===== src/acd_pkg.sv =====
// package for the comparator and threshold dac control block
package acd_pkg;
  // register offsets
  localparam logic [15:0] ADDR_AB_CFG = 16'ha038;
  localparam logic [15:0] ADDR_CD_CFG = 16'ha039;
  localparam logic [15:0] ADDR_VTH_ZERO = 16'ha03a;
  localparam logic [15:0] ADDR_VTH_ONE = 16'ha03b;
  localparam logic [15:0] ADDR_DAC_CFG = 16'ha03c;
  localparam logic [15:0] ADDR_STATUS = 16'ha03d;
  localparam logic [15:0] ADDR_IRQ_MASK = 16'ha03e;
  // reset values
  localparam logic [7:0] RESET_BYTE = 8'h00;
  // field positions inside one comparator nibble of a config register
  localparam int POS_ENABLE = 3;
  localparam int POS_THSEL = 2;
  localparam int POS_IRQ_EN = 1;
  localparam int POS_POLARITY = 0;
  // dac config register fields
  localparam int POS_BUF_EN = 7;
  // timing
  localparam int FILTER_CYCLES = 16;
  localparam int FILTER_CNT_W = 5;
  localparam int SYS_CLK_MHZ = 125;
  localparam int SETTLE_US = 20;
  localparam int SETTLE_CYCLES = SETTLE_US * SYS_CLK_MHZ;

  // per comparator configuration carried to a channel
  typedef struct packed {
    logic enable;
    logic polarity;
    logic filter_en;
  } acd_chan_cfg_t;

  // register bus request
  typedef struct packed {
    logic [15:0] addr;
    logic [7:0] wdata;
    logic wr;
    logic rd;
  } acd_bus_req_t;
endpackage : acd_pkg


===== src/acd_top.sv =====
// top of the comparator and threshold dac control block
//
// Implementation choice: the address-and-strobe port.
`timescale 1ns/1ns
// Notes on behaviour
// RULE1 - disabled comparator status reads zero
// RULE2 - polarity bit one inverts comparator output
// RULE3 - comparator A threshold: level zero or one
// RULE4 - comparators B-D: level zero or external
// RULE5 - status toggle while enabled sets sticky flag
// RULE6 - request needs enable and flag both set
// RULE7 - both edges trigger the edge detector
// RULE8 - status low nibble writes filter enables
// RULE9 - status reads live outputs and flags
// RULE10 - software waits 20us after enabling
// RULE11 - level zero register drives first dac
// RULE12 - level one drives second dac, output
// RULE13 - software zeroes unused dac codes
// RULE14 - buffer enable bit switches output buffer
// RULE15 - reset clears all registers to zero
// RULE16 - comparator outputs pass two flip-flops
// RULE17 - filter needs sixteen stable cycles
// RULE18 - enabled requests ORed into one irq; the code also gates each request with its irq_mask bit, which resets to zero
module acd_top #(
  parameter int NUM_CMP = 4
) (
  input wire logic i_sys_clk,
  input wire logic i_rstn,
  input wire logic [15:0] i_addr,
  input wire logic [7:0] i_wdata,
  input wire logic i_wr,
  input wire logic i_rd,
  output logic [7:0] o_rdata,
  input wire logic [NUM_CMP-1:0] i_cmp_raw,
  output logic [NUM_CMP-1:0] o_cmp_power_en,
  output logic [NUM_CMP-1:0] o_cmp_threshold_select,
  output logic [7:0] o_threshold_level_zero,
  output logic [7:0] o_threshold_level_one,
  output logic o_output_buffer_enable,
  output logic [6:0] o_dac_misc_cfg,
  output logic o_irq
);
  // ****************************************
  // state
  // ****************************************
  typedef struct packed {
    logic [7:0] ab_cfg;
    logic [7:0] cd_cfg;
    logic [7:0] vth_zero;
    logic [7:0] vth_one;
    logic [7:0] dac_cfg;
    logic [3:0] filter_en;
    logic [3:0] edge_flag;
    logic [3:0] irq_mask;
    logic [3:0] live_prev;
    logic [7:0] rdata;
    logic irq;
  } acd_top_state_t;

  acd_top_state_t state;
  acd_top_state_t next_state;
  acd_pkg::acd_bus_req_t req;
  logic [3:0] synced;
  logic [3:0] live;
  logic [3:0] cmp_en;
  logic [3:0] irq_en;
  logic [3:0] pol;
  logic [3:0] thsel;
  logic [3:0] edge_seen;
  logic [3:0] flag_clear;

  assign req = '{addr: i_addr, wdata: i_wdata, wr: i_wr, rd: i_rd};

  // unpack config nibbles: A high of ab, B low of ab, C high of cd, D low
  assign cmp_en = {state.cd_cfg[acd_pkg::POS_ENABLE], state.cd_cfg[4 + acd_pkg::POS_ENABLE],
    state.ab_cfg[acd_pkg::POS_ENABLE], state.ab_cfg[4 + acd_pkg::POS_ENABLE]};
  assign irq_en = {state.cd_cfg[acd_pkg::POS_IRQ_EN], state.cd_cfg[4 + acd_pkg::POS_IRQ_EN],
    state.ab_cfg[acd_pkg::POS_IRQ_EN], state.ab_cfg[4 + acd_pkg::POS_IRQ_EN]};
  assign pol = {state.cd_cfg[acd_pkg::POS_POLARITY], state.cd_cfg[4 + acd_pkg::POS_POLARITY],
    state.ab_cfg[acd_pkg::POS_POLARITY], state.ab_cfg[4 + acd_pkg::POS_POLARITY]};
  assign thsel = {state.cd_cfg[acd_pkg::POS_THSEL], state.cd_cfg[4 + acd_pkg::POS_THSEL],
    state.ab_cfg[acd_pkg::POS_THSEL], state.ab_cfg[4 + acd_pkg::POS_THSEL]};

  // ****************************************
  // comparator channels
  // ****************************************
  acd_sync #(
    .WIDTH(4)
  ) u_sync (
    .i_sys_clk(i_sys_clk),
    .i_rstn(i_rstn),
    .i_async(i_cmp_raw[3:0]),
    .o_sync(synced)
  ); // RULE16

  genvar gi;
  generate
    for (gi = 0; gi < 4; gi++) begin : g_chan
      acd_chan u_chan (
        .i_sys_clk(i_sys_clk),
        .i_rstn(i_rstn),
        .i_sync(synced[gi]),
        .i_cfg('{enable: cmp_en[gi], polarity: pol[gi], filter_en: state.filter_en[gi]}),
        .o_live(live[gi])
      );
    end
  endgenerate

  // any change either way, only while enabled
  assign edge_seen = (live ^ state.live_prev) & cmp_en; // RULE5 RULE7

  // write one to a flag bit clears it
  assign flag_clear = (req.wr && req.addr == acd_pkg::ADDR_STATUS) ? req.wdata[7:4] : 4'h0;

  // ****************************************
  // register file and flags
  // ****************************************
  always_comb begin
    next_state = state;
    next_state.live_prev = live;
    // set wins over clear
    next_state.edge_flag = (state.edge_flag & ~flag_clear) | edge_seen; // RULE5
    if (req.wr) begin
      if (req.addr == acd_pkg::ADDR_AB_CFG) begin
        next_state.ab_cfg = req.wdata;
      end else if (req.addr == acd_pkg::ADDR_CD_CFG) begin
        next_state.cd_cfg = req.wdata;
      end else if (req.addr == acd_pkg::ADDR_VTH_ZERO) begin
        next_state.vth_zero = req.wdata; // RULE11
      end else if (req.addr == acd_pkg::ADDR_VTH_ONE) begin
        next_state.vth_one = req.wdata; // RULE12
      end else if (req.addr == acd_pkg::ADDR_DAC_CFG) begin
        next_state.dac_cfg = req.wdata;
      end else if (req.addr == acd_pkg::ADDR_STATUS) begin
        next_state.filter_en = req.wdata[3:0]; // RULE8
      end else if (req.addr == acd_pkg::ADDR_IRQ_MASK) begin
        next_state.irq_mask = req.wdata[3:0];
      end
    end
    // read data valid only the cycle after a read strobe
    next_state.rdata = 8'h00;
    if (req.rd) begin
      if (req.addr == acd_pkg::ADDR_AB_CFG) begin
        next_state.rdata = state.ab_cfg;
      end else if (req.addr == acd_pkg::ADDR_CD_CFG) begin
        next_state.rdata = state.cd_cfg;
      end else if (req.addr == acd_pkg::ADDR_VTH_ZERO) begin
        next_state.rdata = state.vth_zero;
      end else if (req.addr == acd_pkg::ADDR_VTH_ONE) begin
        next_state.rdata = state.vth_one;
      end else if (req.addr == acd_pkg::ADDR_DAC_CFG) begin
        next_state.rdata = state.dac_cfg;
      end else if (req.addr == acd_pkg::ADDR_STATUS) begin
        next_state.rdata = {state.edge_flag, live}; // RULE9
      end else if (req.addr == acd_pkg::ADDR_IRQ_MASK) begin
        next_state.rdata = {4'h0, state.irq_mask};
      end
    end
    // interrupt: enabled flag, gated by mask, ORed
    next_state.irq = |(next_state.edge_flag & irq_en & state.irq_mask); // RULE6 RULE18
  end

  always_ff @(posedge i_sys_clk) begin
    if (!i_rstn) begin
      state <= '0; // RULE15
    end else begin
      state <= next_state;
    end
  end

  // ****************************************
  // outputs
  // ****************************************
  assign o_rdata = state.rdata;
  assign o_cmp_power_en = cmp_en;
  // A: 0 level zero, 1 level one; B-D: 0 level zero, 1 external
  assign o_cmp_threshold_select = thsel; // RULE3 RULE4
  assign o_threshold_level_zero = state.vth_zero; // RULE11
  assign o_threshold_level_one = state.vth_one; // RULE12
  assign o_output_buffer_enable = state.dac_cfg[acd_pkg::POS_BUF_EN]; // RULE14
  assign o_dac_misc_cfg = state.dac_cfg[6:0];
  assign o_irq = state.irq;

  // ****************************************
  // checks
  // ****************************************
  a_flag_on_edge: assert property (@(posedge i_sys_clk) disable iff (!i_rstn)
    (cmp_en[0] && $changed(live[0])) |=> state.edge_flag[0]) // RULE5
    else $error("edge on comparator A did not set its flag");
  a_flag_sticky: assert property (@(posedge i_sys_clk) disable iff (!i_rstn)
    (state.edge_flag[1] && !flag_clear[1]) |=> state.edge_flag[1]) // RULE5
    else $error("flag B dropped without a clear");
  a_irq_cause: assert property (@(posedge i_sys_clk) disable iff (!i_rstn)
    o_irq |-> $past(|(next_state.edge_flag & irq_en & state.irq_mask))) // RULE6
    else $error("interrupt without enabled flag");
  a_irq_any: assert property (@(posedge i_sys_clk) disable iff (!i_rstn)
    (state.edge_flag[3] && irq_en[3] && state.irq_mask[3] && !flag_clear[3]) |=> o_irq) // RULE18
    else $error("flag D did not raise interrupt");
  a_status_read: assert property (@(posedge i_sys_clk) disable iff (!i_rstn)
    (req.rd && req.addr == acd_pkg::ADDR_STATUS) |=> o_rdata == {$past(state.edge_flag), $past(live)}) // RULE9
    else $error("status read wrong");
  a_filter_write: assert property (@(posedge i_sys_clk) disable iff (!i_rstn)
    (req.wr && req.addr == acd_pkg::ADDR_STATUS) |=> state.filter_en == $past(req.wdata[3:0])) // RULE8
    else $error("filter enable not stored");
  a_buffer_follow: assert property (@(posedge i_sys_clk) disable iff (!i_rstn)
    (req.wr && req.addr == acd_pkg::ADDR_DAC_CFG) |=> o_output_buffer_enable == $past(req.wdata[7])) // RULE14
    else $error("buffer enable mismatch");
  a_reset_clear: assert property (@(posedge i_sys_clk)
    !i_rstn |=> (o_threshold_level_one == 8'h00 && o_cmp_power_en == 4'h0 && !o_irq)) // RULE15
    else $error("reset did not clear registers");
endmodule : acd_top


===== src/acd_sync.sv =====
// two flop synchroniser for the four comparator outputs
`timescale 1ns/1ns
module acd_sync #(
  parameter int WIDTH = 4
) (
  input wire logic i_sys_clk,
  input wire logic i_rstn,
  input wire logic [WIDTH-1:0] i_async,
  output logic [WIDTH-1:0] o_sync
);
  typedef struct packed {
    logic [WIDTH-1:0] meta;
    logic [WIDTH-1:0] stable;
  } acd_sync_state_t;

  acd_sync_state_t state;
  acd_sync_state_t next_state;

  // first stage only feeds the second
  always_comb begin
    next_state.meta = i_async;
    next_state.stable = state.meta;
  end

  always_ff @(posedge i_sys_clk) begin
    if (!i_rstn) begin
      state <= '0;
    end else begin
      state <= next_state;
    end
  end

  assign o_sync = state.stable;
endmodule : acd_sync


===== src/acd_chan.sv =====
// one comparator channel: polarity, gating, digital filter
`timescale 1ns/1ns
module acd_chan #(
  parameter int FILT_LEN = acd_pkg::FILTER_CYCLES
) (
  input wire logic i_sys_clk,
  input wire logic i_rstn,
  input wire logic i_sync,
  input wire acd_pkg::acd_chan_cfg_t i_cfg,
  output logic o_live
);
  typedef struct packed {
    logic filt;
    logic [acd_pkg::FILTER_CNT_W-1:0] cnt;
  } acd_chan_state_t;

  acd_chan_state_t state;
  acd_chan_state_t next_state;
  logic sensed;

  // polarity applied ahead of filter and edge logic
  assign sensed = i_sync ^ i_cfg.polarity; // RULE2

  // filter accepts a new level only after it holds for the full span
  always_comb begin
    next_state = state;
    if (!i_cfg.filter_en || sensed == state.filt) begin
      next_state.filt = sensed;
      next_state.cnt = '0;
    end else if (state.cnt == acd_pkg::FILTER_CNT_W'(FILT_LEN - 1)) begin
      next_state.filt = sensed; // RULE8 RULE17
      next_state.cnt = '0;
    end else begin
      next_state.cnt = state.cnt + 1'b1;
    end
  end

  always_ff @(posedge i_sys_clk) begin
    if (!i_rstn) begin
      state <= '0;
    end else begin
      state <= next_state;
    end
  end

  // disabled comparator reads low
  assign o_live = i_cfg.enable & state.filt; // RULE1

  a_filter_holds: assert property (@(posedge i_sys_clk) disable iff (!i_rstn)
    ($past(i_cfg.filter_en) && $changed(state.filt)) |->
    $past(state.cnt) == acd_pkg::FILTER_CNT_W'(FILT_LEN - 1)) // RULE17
    else $error("filtered level changed before sixteen stable cycles");
  a_disabled_low: assert property (@(posedge i_sys_clk) disable iff (!i_rstn)
    !i_cfg.enable |-> !o_live) // RULE1
    else $error("disabled comparator reports high");
endmodule : acd_chan


===== config.mk =====
export PLATFORM = sky130hd
export DESIGN_NAME = acd_top
export DESIGN_NICKNAME = d
export VERILOG_FILES = /design/src/acd_pkg.sv /design/src/acd_top.sv /design/src/acd_sync.sv /design/src/acd_chan.sv
export SDC_FILE = /design/constraint.sdc
export NUM_CORES = 1
export LEC_CHECK = 0
export BUFFER_PORTS_ARGS = -buffer_cell sky130_fd_sc_hd__buf_4
export CAP_MARGIN = 15
export CORE_MARGIN = 3
export CORE_UTILIZATION = 56
export DETAILED_ROUTE_END_ITERATION = 8
export HOLD_SLACK_MARGIN = 0.1
export PLACE_DENSITY = 0.85
export SLEW_MARGIN = 10
export SYNTH_ARGS = -nofsm -noshare
export SYNTH_HDL_FRONTEND = slang
export SYNTH_SLANG_ARGS = --single-unit

===== constraint.sdc =====
create_clock -name i_sys_clk -period 2.25 [get_ports i_sys_clk]
set_input_delay 0.1125 -clock i_sys_clk [delete_from_list [all_inputs] [get_ports i_sys_clk]]
set_output_delay 0.1125 -clock i_sys_clk [all_outputs]
set_load 0.03 [all_outputs]

Word level (Yosys, flattened, before mapping)
Cells that the tools add are included.
{"block": "totals", "ff_bits": 97, "latchBits": 0, "mem_bits_rw": 0, "rom_bits": 0, "in_bits": 32, "output_inout_bits": 41, "wordCells": 108, "mem_count": 0}
{"block": "op_classes", "add_sub_neg": 4, "mul": 0, "div": 0, "n_lt_le_gt_ge": 0, "n_eq_ne": 15, "shift": 0, "mux": 20, "n_bitwise": 22, "reduce_logical": 26}
{"op": "== test 16 bit, second input constant", "count": 7}
{"op": "two-way mux 8 bit", "count": 6}
{"op": "two-way mux 6 bit", "count": 4}
{"op": "adder 5 x 1 -> 5 bit, second input constant", "count": 4}
{"op": "== test 5 x 4 -> 1 bit, second input constant", "count": 4}
{"op": "two-way mux 5 bit", "count": 4}
{"op": "bitwise AND 4 bit", "count": 4}
{"op": "OR reduction 3 bit", "count": 4}
{"op": "two-way mux 4 bit", "count": 2}
{"op": "AND reduction 8 bit", "count": 1}
{"op": "nonzero test 2 bit", "count": 4}
{"op": "inverter 1 bit", "count": 7}
{"op": "AND reduction 7 bit", "count": 1}
{"op": "AND reduction 6 bit", "count": 1}
{"op": "AND reduction 5 bit", "count": 1}
{"op": "bitwise AND 1 bit", "count": 4}
{"op": "== test 1 bit", "count": 4}
{"op": "logical NOT 1 bit", "count": 4}
{"op": "logical OR 1 bit", "count": 4}
{"op": "two-way mux 1 bit", "count": 4}
{"op": "inverter 4 bit", "count": 1}
{"op": "bitwise OR 4 bit", "count": 1}
{"op": "AND reduction 2 bit", "count": 2}
{"op": "AND reduction 4 bit", "count": 1}
{"op": "5 further kinds", "count": 8}

Longest topological paths before layout
Gate-level depths: netlist of run 1.
{"block": "depth", "ltp_word": 9, "mapped_depth": 7, "mapped_depth_nobuf": 6}

Hierarchy
Synthesis of run 1 repeated with hierarchy kept, for this count alone.
{"block": "hier_totals", "hier_cells": 465, "hier_area_um2": 4515.6}
{"module": "acd_top", "n_inst": 1, "cells_per_inst": 341, "area_per_inst_um2": 3234.4, "seq_area_each_um2": 1301.2}
{"module": "acd_chan", "n_inst": 4, "cells_per_inst": 27, "area_per_inst_um2": 267.8, "seq_area_each_um2": 120.1}
{"module": "acd_sync", "n_inst": 1, "cells_per_inst": 16, "area_per_inst_um2": 210.2, "seq_area_each_um2": 160.2}

Worst setup path after synthesis of run 1
No wires, ideal clock.
{"block": "synth_path", "path_type": "input port to flip-flop", "startpoint": "in i_addr[2]", "endpoint": "reg state (netlist bit o_cmp_power_en[3])", "setup_time_ns": 0.122, "arrival_ns": 1.708, "required_time_ns": 2.128, "setup_slack_ns": 0.419, "stages": 7, "path_buffers": 2, "cell_sequence": "clkbuf_1 -> or3b_2 -> nor4_1 -> nand3_1 -> buf_2 -> nand3_1 -> o21ai_0"}
{"block": "synth_via", "elab_chain_cells": 3, "word_cells_on_any_way": 4, "classes_between": "eq/ne: 2; bitwise: 1; reduce/logical: 1"}
{"item": "from (decl)", "line": "acd_top.sv:29", "text": "input wire logic [15:0] i_addr,"}
{"item": "== test 16 bit", "line": "acd_top.sv:124", "text": "if (req.addr == acd_pkg::ADDR_AB_CFG) begin"}
{"item": "inverter 1 bit (no source line)"}
{"item": "AND reduction 3 bit (no source line) (*)"}
{"item": "to (signal assigned)", "line": "acd_top.sv:167", "text": "state <= next_state;"}
{"item": "to (decl)", "line": "acd_top.sv:60", "text": "acd_top_state_t state;"}
Every way passes the cells marked *; elsewhere a longest branch is shown, timed or not.
A chain may end at the register's enable or synchronous reset.

Final worst setup path of run 1
{"block": "layout_path", "startpoint": "reg g_chan[3].u_chan.state[0] (netlist bit)", "endpoint": "reg g_chan[3].u_chan.state[3] (netlist bit)"}
{"block": "layout_via", "elab_chain_cells": 2, "word_cells_on_any_way": 3, "classes_between": "add/sub: 1; eq/ne: 1; reduce/logical: 1"}
{"item": "from (decl)", "line": "acd_chan.sv:17", "text": "acd_chan_state_t state;"}
{"item": "from (signal assigned)", "line": "acd_chan.sv:42", "text": "state <= next_state;"}
{"item": "parallel branches: the longest is 2 deep, another holds adder 5 x 1 -> 5 bit"}
Several ways; the timed one is not identified.

==> out/qor.yml, run 1 <==
placed_design:
  dp_slack_ns: 0.239
  portBuffers: 72
  detailed_place.area_um2: 4820
  dp_hpwl_um: 7770
  dp_cells: 607
  place_congestion: 0.935
yosys:
  async_flop_share_pct: 0
  synth_area_um2: 4440
  synth_area_leaders: "dfxtp_1, mux2i_1, buf_4"
  ys_seq_elements: 97
  yosysTopAreaCellShare_pct: 43.8
  synth_cell_type_count: 50
  yosysWarningCount: 0
  syn_nets: 523
  yosysSeqAreaShare_pct: 43.8
  synth_edf_count: 0
  yosysTopAreaCell: "dfxtp_1"
  synth.avg_cell_area_um2: 9.19
  syn_inst: 483
  synth_flop_cell: "dfxtp_1"
setup_path:
  crit_path_end_kind: "flop"
  cp.required_ns: 2.56
  worstPathMaxFanout: 5
  startpoint_type: "flop"
  crit_type: "flop to flop"
  cp.arrival_ns: 2.03
route:
  wl_met2_um: 5020
  drcViolationCount: 0
  viasPerCell: 5.67
  m1WireLength_um: 4540
  dr_total_vias: 3625
  top_layer: "met4"
  route.met3.wl_um: 845
  ant_nets: 0
  dr.pass1.iters: 6
  wl_per_cell_um: 16.6
  routed_wl_um: 10600
  drtIter0Drc: 331
global_routing:
  antenna_found_initial: 0
  grt_max_degree: 45
  first_global_vias: 3484
  grt_use_total_pct: 25.0
  grt.overflow.total: 0
  grt_first_pass_wirelength_um: 17400
cells_and_area:
  fin_nets: 575
  fillers: 569
  final_cells: 639
  design_area_um2: 5180
  syn_to_final_growth_pct: 16.7
  n_antenna_cell: 0
  drive_gt1_share_pct: 20.6
min_path:
  holdCritPathClass: "primary input to flop"
floorplanning:
  fp-row-count: 31
  core_area_um2: 7490
  dieArea_um2: 9030
  die_w_um: 95.0
  die_height_um: 95.0
  pin_count: 73
  start_util_pct: 59.3
clocking:
  clock_latency_ns: 0.36
  tritoncts: "done"
  path_clk_slew_ns: 0.09
  htree_levels: 3
  cts_root_buf: "clkbuf_8"
  cts.sinks: 97
  cts_buffers: 9
  ctsHoldBuffers: 16
  cts_setup_buffers: 0
  clk_path_buf_depth: 2
  cts_resized: 0
timing:
  finalSetupViolations: 0
  skew_ns: 0.00722
  rsz0062_at_grt: "no"
  min_period_over_period_pct: 76.7
  slew_viol_final: 0
  tightest_slew_ns: 0.457
  finalWorstSetupSlack_ns: 0.524
  fmax_mhz: 580
  slew-limit-headroom_pct: 69.3
  final.setup.tns_ns: 0
  fin_crit_ns: 1.73
  report.final.hold_viol_count: 0
power:
  power_mw: 3.09
  irDropWorstVdd_uv: 384
  powerDensity_nw_per_um2: 596
  total_leakage_power_nw: 2.10
run:
  maxCapViolCount: 0
run_status:
  status: "completed"
## state kept, by name, summed over array words and instances, names as in the netlist
name	flops
pol	4
o_irq	1
o_rdata	8
o_dac_misc_cfg	7
o_output_buffer_enable	1
state	16
o_cmp_threshold_select	4
o_threshold_level_one	8
u_sync.o_sync	4
g_chan.u_chan.state	24
u_sync.next_state	4
o_cmp_power_en	4
o_threshold_level_zero	8
irq_en	4
## power breakdown
group	internal, mW	switching [mW]	leakage [nW]
clock network	0.546	0.607	0.0985
logic	0.0912	0.113	1.22
registers	1.72	0.00551	0.783
total	2.36	0.726	2.10
## cell families after synthesis
logic type,Yosys count,share of synthesized area [%]
compound gates,61,9.11
fa+ha+maj,8,2.26
xor+xnor,21,4.14
mux,48,10.9
simple gates,176,20.4
buf+inv,72,9.50
flops,97,43.8
## final timing paths
path / slack [ns] / startpoint / cells past startpoint / endpoint
setup / recovery: 0.52 / g_chan[3].u_chan.state[0] / 6 / g_chan[3].u_chan.state[3]
hold / removal: 0.23 / i_wr / 4 / irq_en[1]
setup reg to reg: 0.52 / g_chan[3].u_chan.state[0] / 6 / g_chan[3].u_chan.state[3]
hold reg to reg: 0.44 / u_sync.next_state[1] / 1 / u_sync.o_sync[1]
## synth_stat cells (3+ instances only)
master and count:
o21ai_0 16, a21oi_1 13, mux2i_1 47, and2_1 8, a22oi_1 4, buf_2 3, clkbuf_1 14, a211oi_1 8
o22ai_1 3, dfxtp_1 97, and3_1 9, buf_4 39, inv_1 13, or3_1 4, nor4_1 3, nand2b_1 5
xnor2_1 9, nor2_1 45, a221oi_1 5, ha_1 8, nor2_4 3, nand3_1 20, nand4b_1 4, nand2_1 56
nor3_1 5, xor2_1 12
## critical path: stages, from the launching register on
cell and delay [ns]:
dfxtp_1 0.34, ha_1 0.22, and3_1 0.19, ha_1 0.19, nand2b_1 0.17, or3_1 0.43
nor2_1 0.13
## placed cells by master (no fill, tap or decap), types with 3 or more instances in the layout
| cell | count |
|---|---|
| ha_1 | 8 |
| a221oi_1 | 5 |
| nand4b_1 | 4 |
| a22oi_1 | 4 |
| clkbuf_8 | 10 |
| mux2i_1 | 47 |
| dlygate4sd3_1 | 16 |
| nand2_1 | 56 |
| dfxtp_1 | 97 |
| nor4_1 | 3 |
| inv_1 | 13 |
| nor2_4 | 3 |
| and2_1 | 8 |
| and3_1 | 9 |
| nand2b_1 | 5 |
| nor2_1 | 45 |
| o21ai_0 | 16 |
| a21oi_1 | 13 |
| nand3_1 | 20 |
| xnor2_1 | 9 |
| a211oi_1 | 8 |
| o22ai_1 | 3 |
| nor3_1 | 5 |
| xor2_1 | 12 |
| or3_1 | 4 |
| buf_4 | 83 |
## layer usage
layer	global-route usage, %	vias up
met3	4.10	25
li1	-	1731
met1	33.7	1669
met2	40.0	200
met5	0	-
met4	9.86	0
## cell type report
class	instances	area [um2]	area share, %
multi-input combinational	314	2070	40.0
timing repair buffer	99	783	15.1
tap	99	124	2.39
clock inverter	6	67.6	1.30
clock buffer	10	138	2.66
inverter	14	52.6	1.01
sequential	97	1940	37.5
## metrics by stage
step	hold WS, ns	util [%]
6_report	0.234	69.2
2_1_floorplan	0.240	-
3_3_place_gp	0.322	64.3
5_1_grt	0.222	69.2
3_5_place_dp	0.324	64.3
4_1_cts	0.222	69.2
Note: power is estimated with default switching activity, not from simulation.
==> run 2: changes to the inputs <==
--- a/config.mk
+++ b/config.mk
@@ -8,10 +8,10 @@
 export BUFFER_PORTS_ARGS = -buffer_cell sky130_fd_sc_hd__buf_4
 export CAP_MARGIN = 15
 export CORE_MARGIN = 3
-export CORE_UTILIZATION = 56
+export CORE_UTILIZATION = 51
 export DETAILED_ROUTE_END_ITERATION = 8
 export HOLD_SLACK_MARGIN = 0.1
-export PLACE_DENSITY = 0.85
+export PLACE_DENSITY = 0.82
 export SLEW_MARGIN = 10
 export SYNTH_ARGS = -nofsm -noshare
 export SYNTH_HDL_FRONTEND = slang
==> constraint.sdc (replaced) <==
create_clock -name i_sys_clk -period 1.55 [get_ports i_sys_clk]
set_input_delay 0.0775 -clock i_sys_clk [delete_from_list [all_inputs] [get_ports i_sys_clk]]
set_output_delay 0.0775 -clock i_sys_clk [all_outputs]
set_load 0.03 [all_outputs]
==> run 2 against run 1 <==
The flow now finishes with violations (negative setup slack). Clock power increased by 60%. Count of clock-buffer cells in the layout unchanged. Hold slack got worse by 0.0094 ns. Combinational power increased by 66%. Critical path type is now primary input to flop. Largest power group unchanged. Highest routed layer unchanged.
==> out/qor.yml, run 2 (synthesized netlist as in run 1, its figures left out) <==
setup_path:
  startpoint_type: "primary input"
  cp.arrival_ns: 1.86
  max_stage_delay_ns: 0.57
  cp.required_ns: 1.84
  crit_path_end_kind: "flop"
  cpMaxStageDelayCell: "or4_4"
  worstPathMaxFanout: 4
  path_cells: "buf_6, or4_4, nor4_4, buf_4, nand2b_4, nor4_4, buf_4, mux2i_1"
  crit_type: "primary input to flop"
global_routing:
  grt.overflow.total: 0
  first_global_vias: 3893
  grt_max_degree: 52
  grt_use_total_pct: 24.3
  antenna_found_initial: 0
  grt_first_pass_wirelength_um: 19100
cells_and_area:
  largest_reg_flops: 24
  syn_to_final_growth_pct: 31.2
  final_common_cell: "buf_4"
  layout_common_cells: "buf_4, dfxtp_1, nand2_1, mux2i_1, nor2_1"
  regMostFlops: "g_chan.u_chan.state"
  regArea_um2: 1960
  drive_gt1_share_pct: 34.2
  fin_nets: 620
  design_area_um2: 5820
  fillers: 627
  multi_input_area_um2: 2300
  n_antenna_cell: 0
  reg.largest.list: "g_chan.u_chan.state x24, state x16"
clocking:
  tritoncts: "done"
  clk_path_buf_depth: 2
  cts_buffers: 9
  htree_levels: 3
  clock_latency_ns: 0.37
  cts_root_buf: "clkbuf_8"
  cts.sinks: 97
  path_clk_slew_ns: 0.09
power:
  irDropWorstVdd_uv: 465
  power_mw: 4.68
  total_leakage_power_nw: 2.35
  powerDensity_nw_per_um2: 805
route:
  wl_per_cell_um: 17.2
  viasPerCell: 5.50
  dr_total_vias: 3794
  dr.pass1.iters: 5
  routed_wl_um: 11900
  drcViolationCount: 0
  ant_nets: 0
  drtIter0Drc: 201
floorplanning:
  die_w_um: 99.3
  fp-row-count: 33
  die_height_um: 99.3
  pin_count: 73
  dieArea_um2: 9860
  start_util_pct: 53.2
  core_area_um2: 8340
timing:
  skew_ns: 0.0116
  tightest_slew_ns: 0.496
  finalSetupViolations: 3
  report.final.hold_viol_count: 0
  fmax_mhz: 636
  slew_viol_final: 0
  min_period_over_period_pct: 101
  slew-limit-headroom_pct: 66.7
  final.setup.tns_ns: -0.0302
  fin_crit_ns: 1.57
  finalWorstSetupSlack_ns: -0.0225
  rsz0062_at_grt: "yes"
placed_design:
  portBuffers: 72
  place_congestion: 0.937
  dp_slack_ns: -0.374
  detailed_place.area_um2: 5150
  dp_hpwl_um: 8330
min_path:
  holdCritPathClass: "primary input to flop"
run_status:
  status: "finished, violations left"
  failed_checks: "negative setup slack"
run:
  maxCapViolCount: 0
## run 2: cell types whose count changed in the layout (fill, tap and decap cells not counted), sizes merged
cell      delta
buf         +45
bufinv       +1
clkinv       -1
clkinvlp     -1
inv          +1
## run 2: stage by stage
step / hold slack (ns) / utilization, % / instances
6_report: 0.225 / 69.8 / 690
3_5_place_dp: 0.290 / 61.7 / 653
3_3_place_gp: 0.287 / 61.7 / 653
2_1_floorplan: 0.205 / - / 483
4_1_cts: 0.150 / 67.3 / 685
5_1_grt: 0.236 / 69.8 / 690
## run 2: power breakdown
part           internal (mW)  switching, mW  total (mW)
registers               2.50        0.00803        2.51
logic                  0.159          0.178       0.338
clock network          0.959          0.881        1.84
total                   3.62           1.07        4.68
## run 2: layer usage
metal	routed length [um]	GRT usage (%)	part of all wire [%]
met3	702	4.91	5.9
met4	287	8.19	2.4
met1	4960	30.3	42
met5	0	0	0
met2	5940	42.0	50
## run 2: worst paths after layout
kind                                  start                   endpoint  slack (ns)  depth (start not counted)
setup / recovery                  i_addr[6]                  state[16]       -0.02                          8
hold / removal                    i_addr[3]                 o_rdata[3]        0.22                          4
setup reg to reg  g_chan[3].u_chan.state[0]  g_chan[3].u_chan.state[4]        0.03                          6
hold reg to reg        u_sync.next_state[1]           u_sync.o_sync[1]        0.45                          1
## run 2: layout make-up
cell class | instances | area share (%)
Tap cell | 105 | 2.26
Clock buffer | 10 | 2.36
Multi-Input combinational cell | 314 | 39.5
Clock inverter | 6 | 1.55
Sequential cell | 97 | 33.6
Timing Repair Buffer | 144 | 19.8
Inverter | 14 | 0.903
## run 2: repair_timing
action                     CTS  global route
hold endpoints to repair    30             0
hold buffers                16             0
setup endpoints to repair   20            35
gates resized for setup     19            36
setup buffers                0             5
pin swaps                   11            17
## run 2: worst max-delay path: cells and delay by family
| kind | cells | cell delay [ns] |
|---|---|---|
| muxes | 1 | 0.19 |
| buffers and inverters | 3 | 0.45 |
| and+or+nand+nor | 4 | 1.14 |
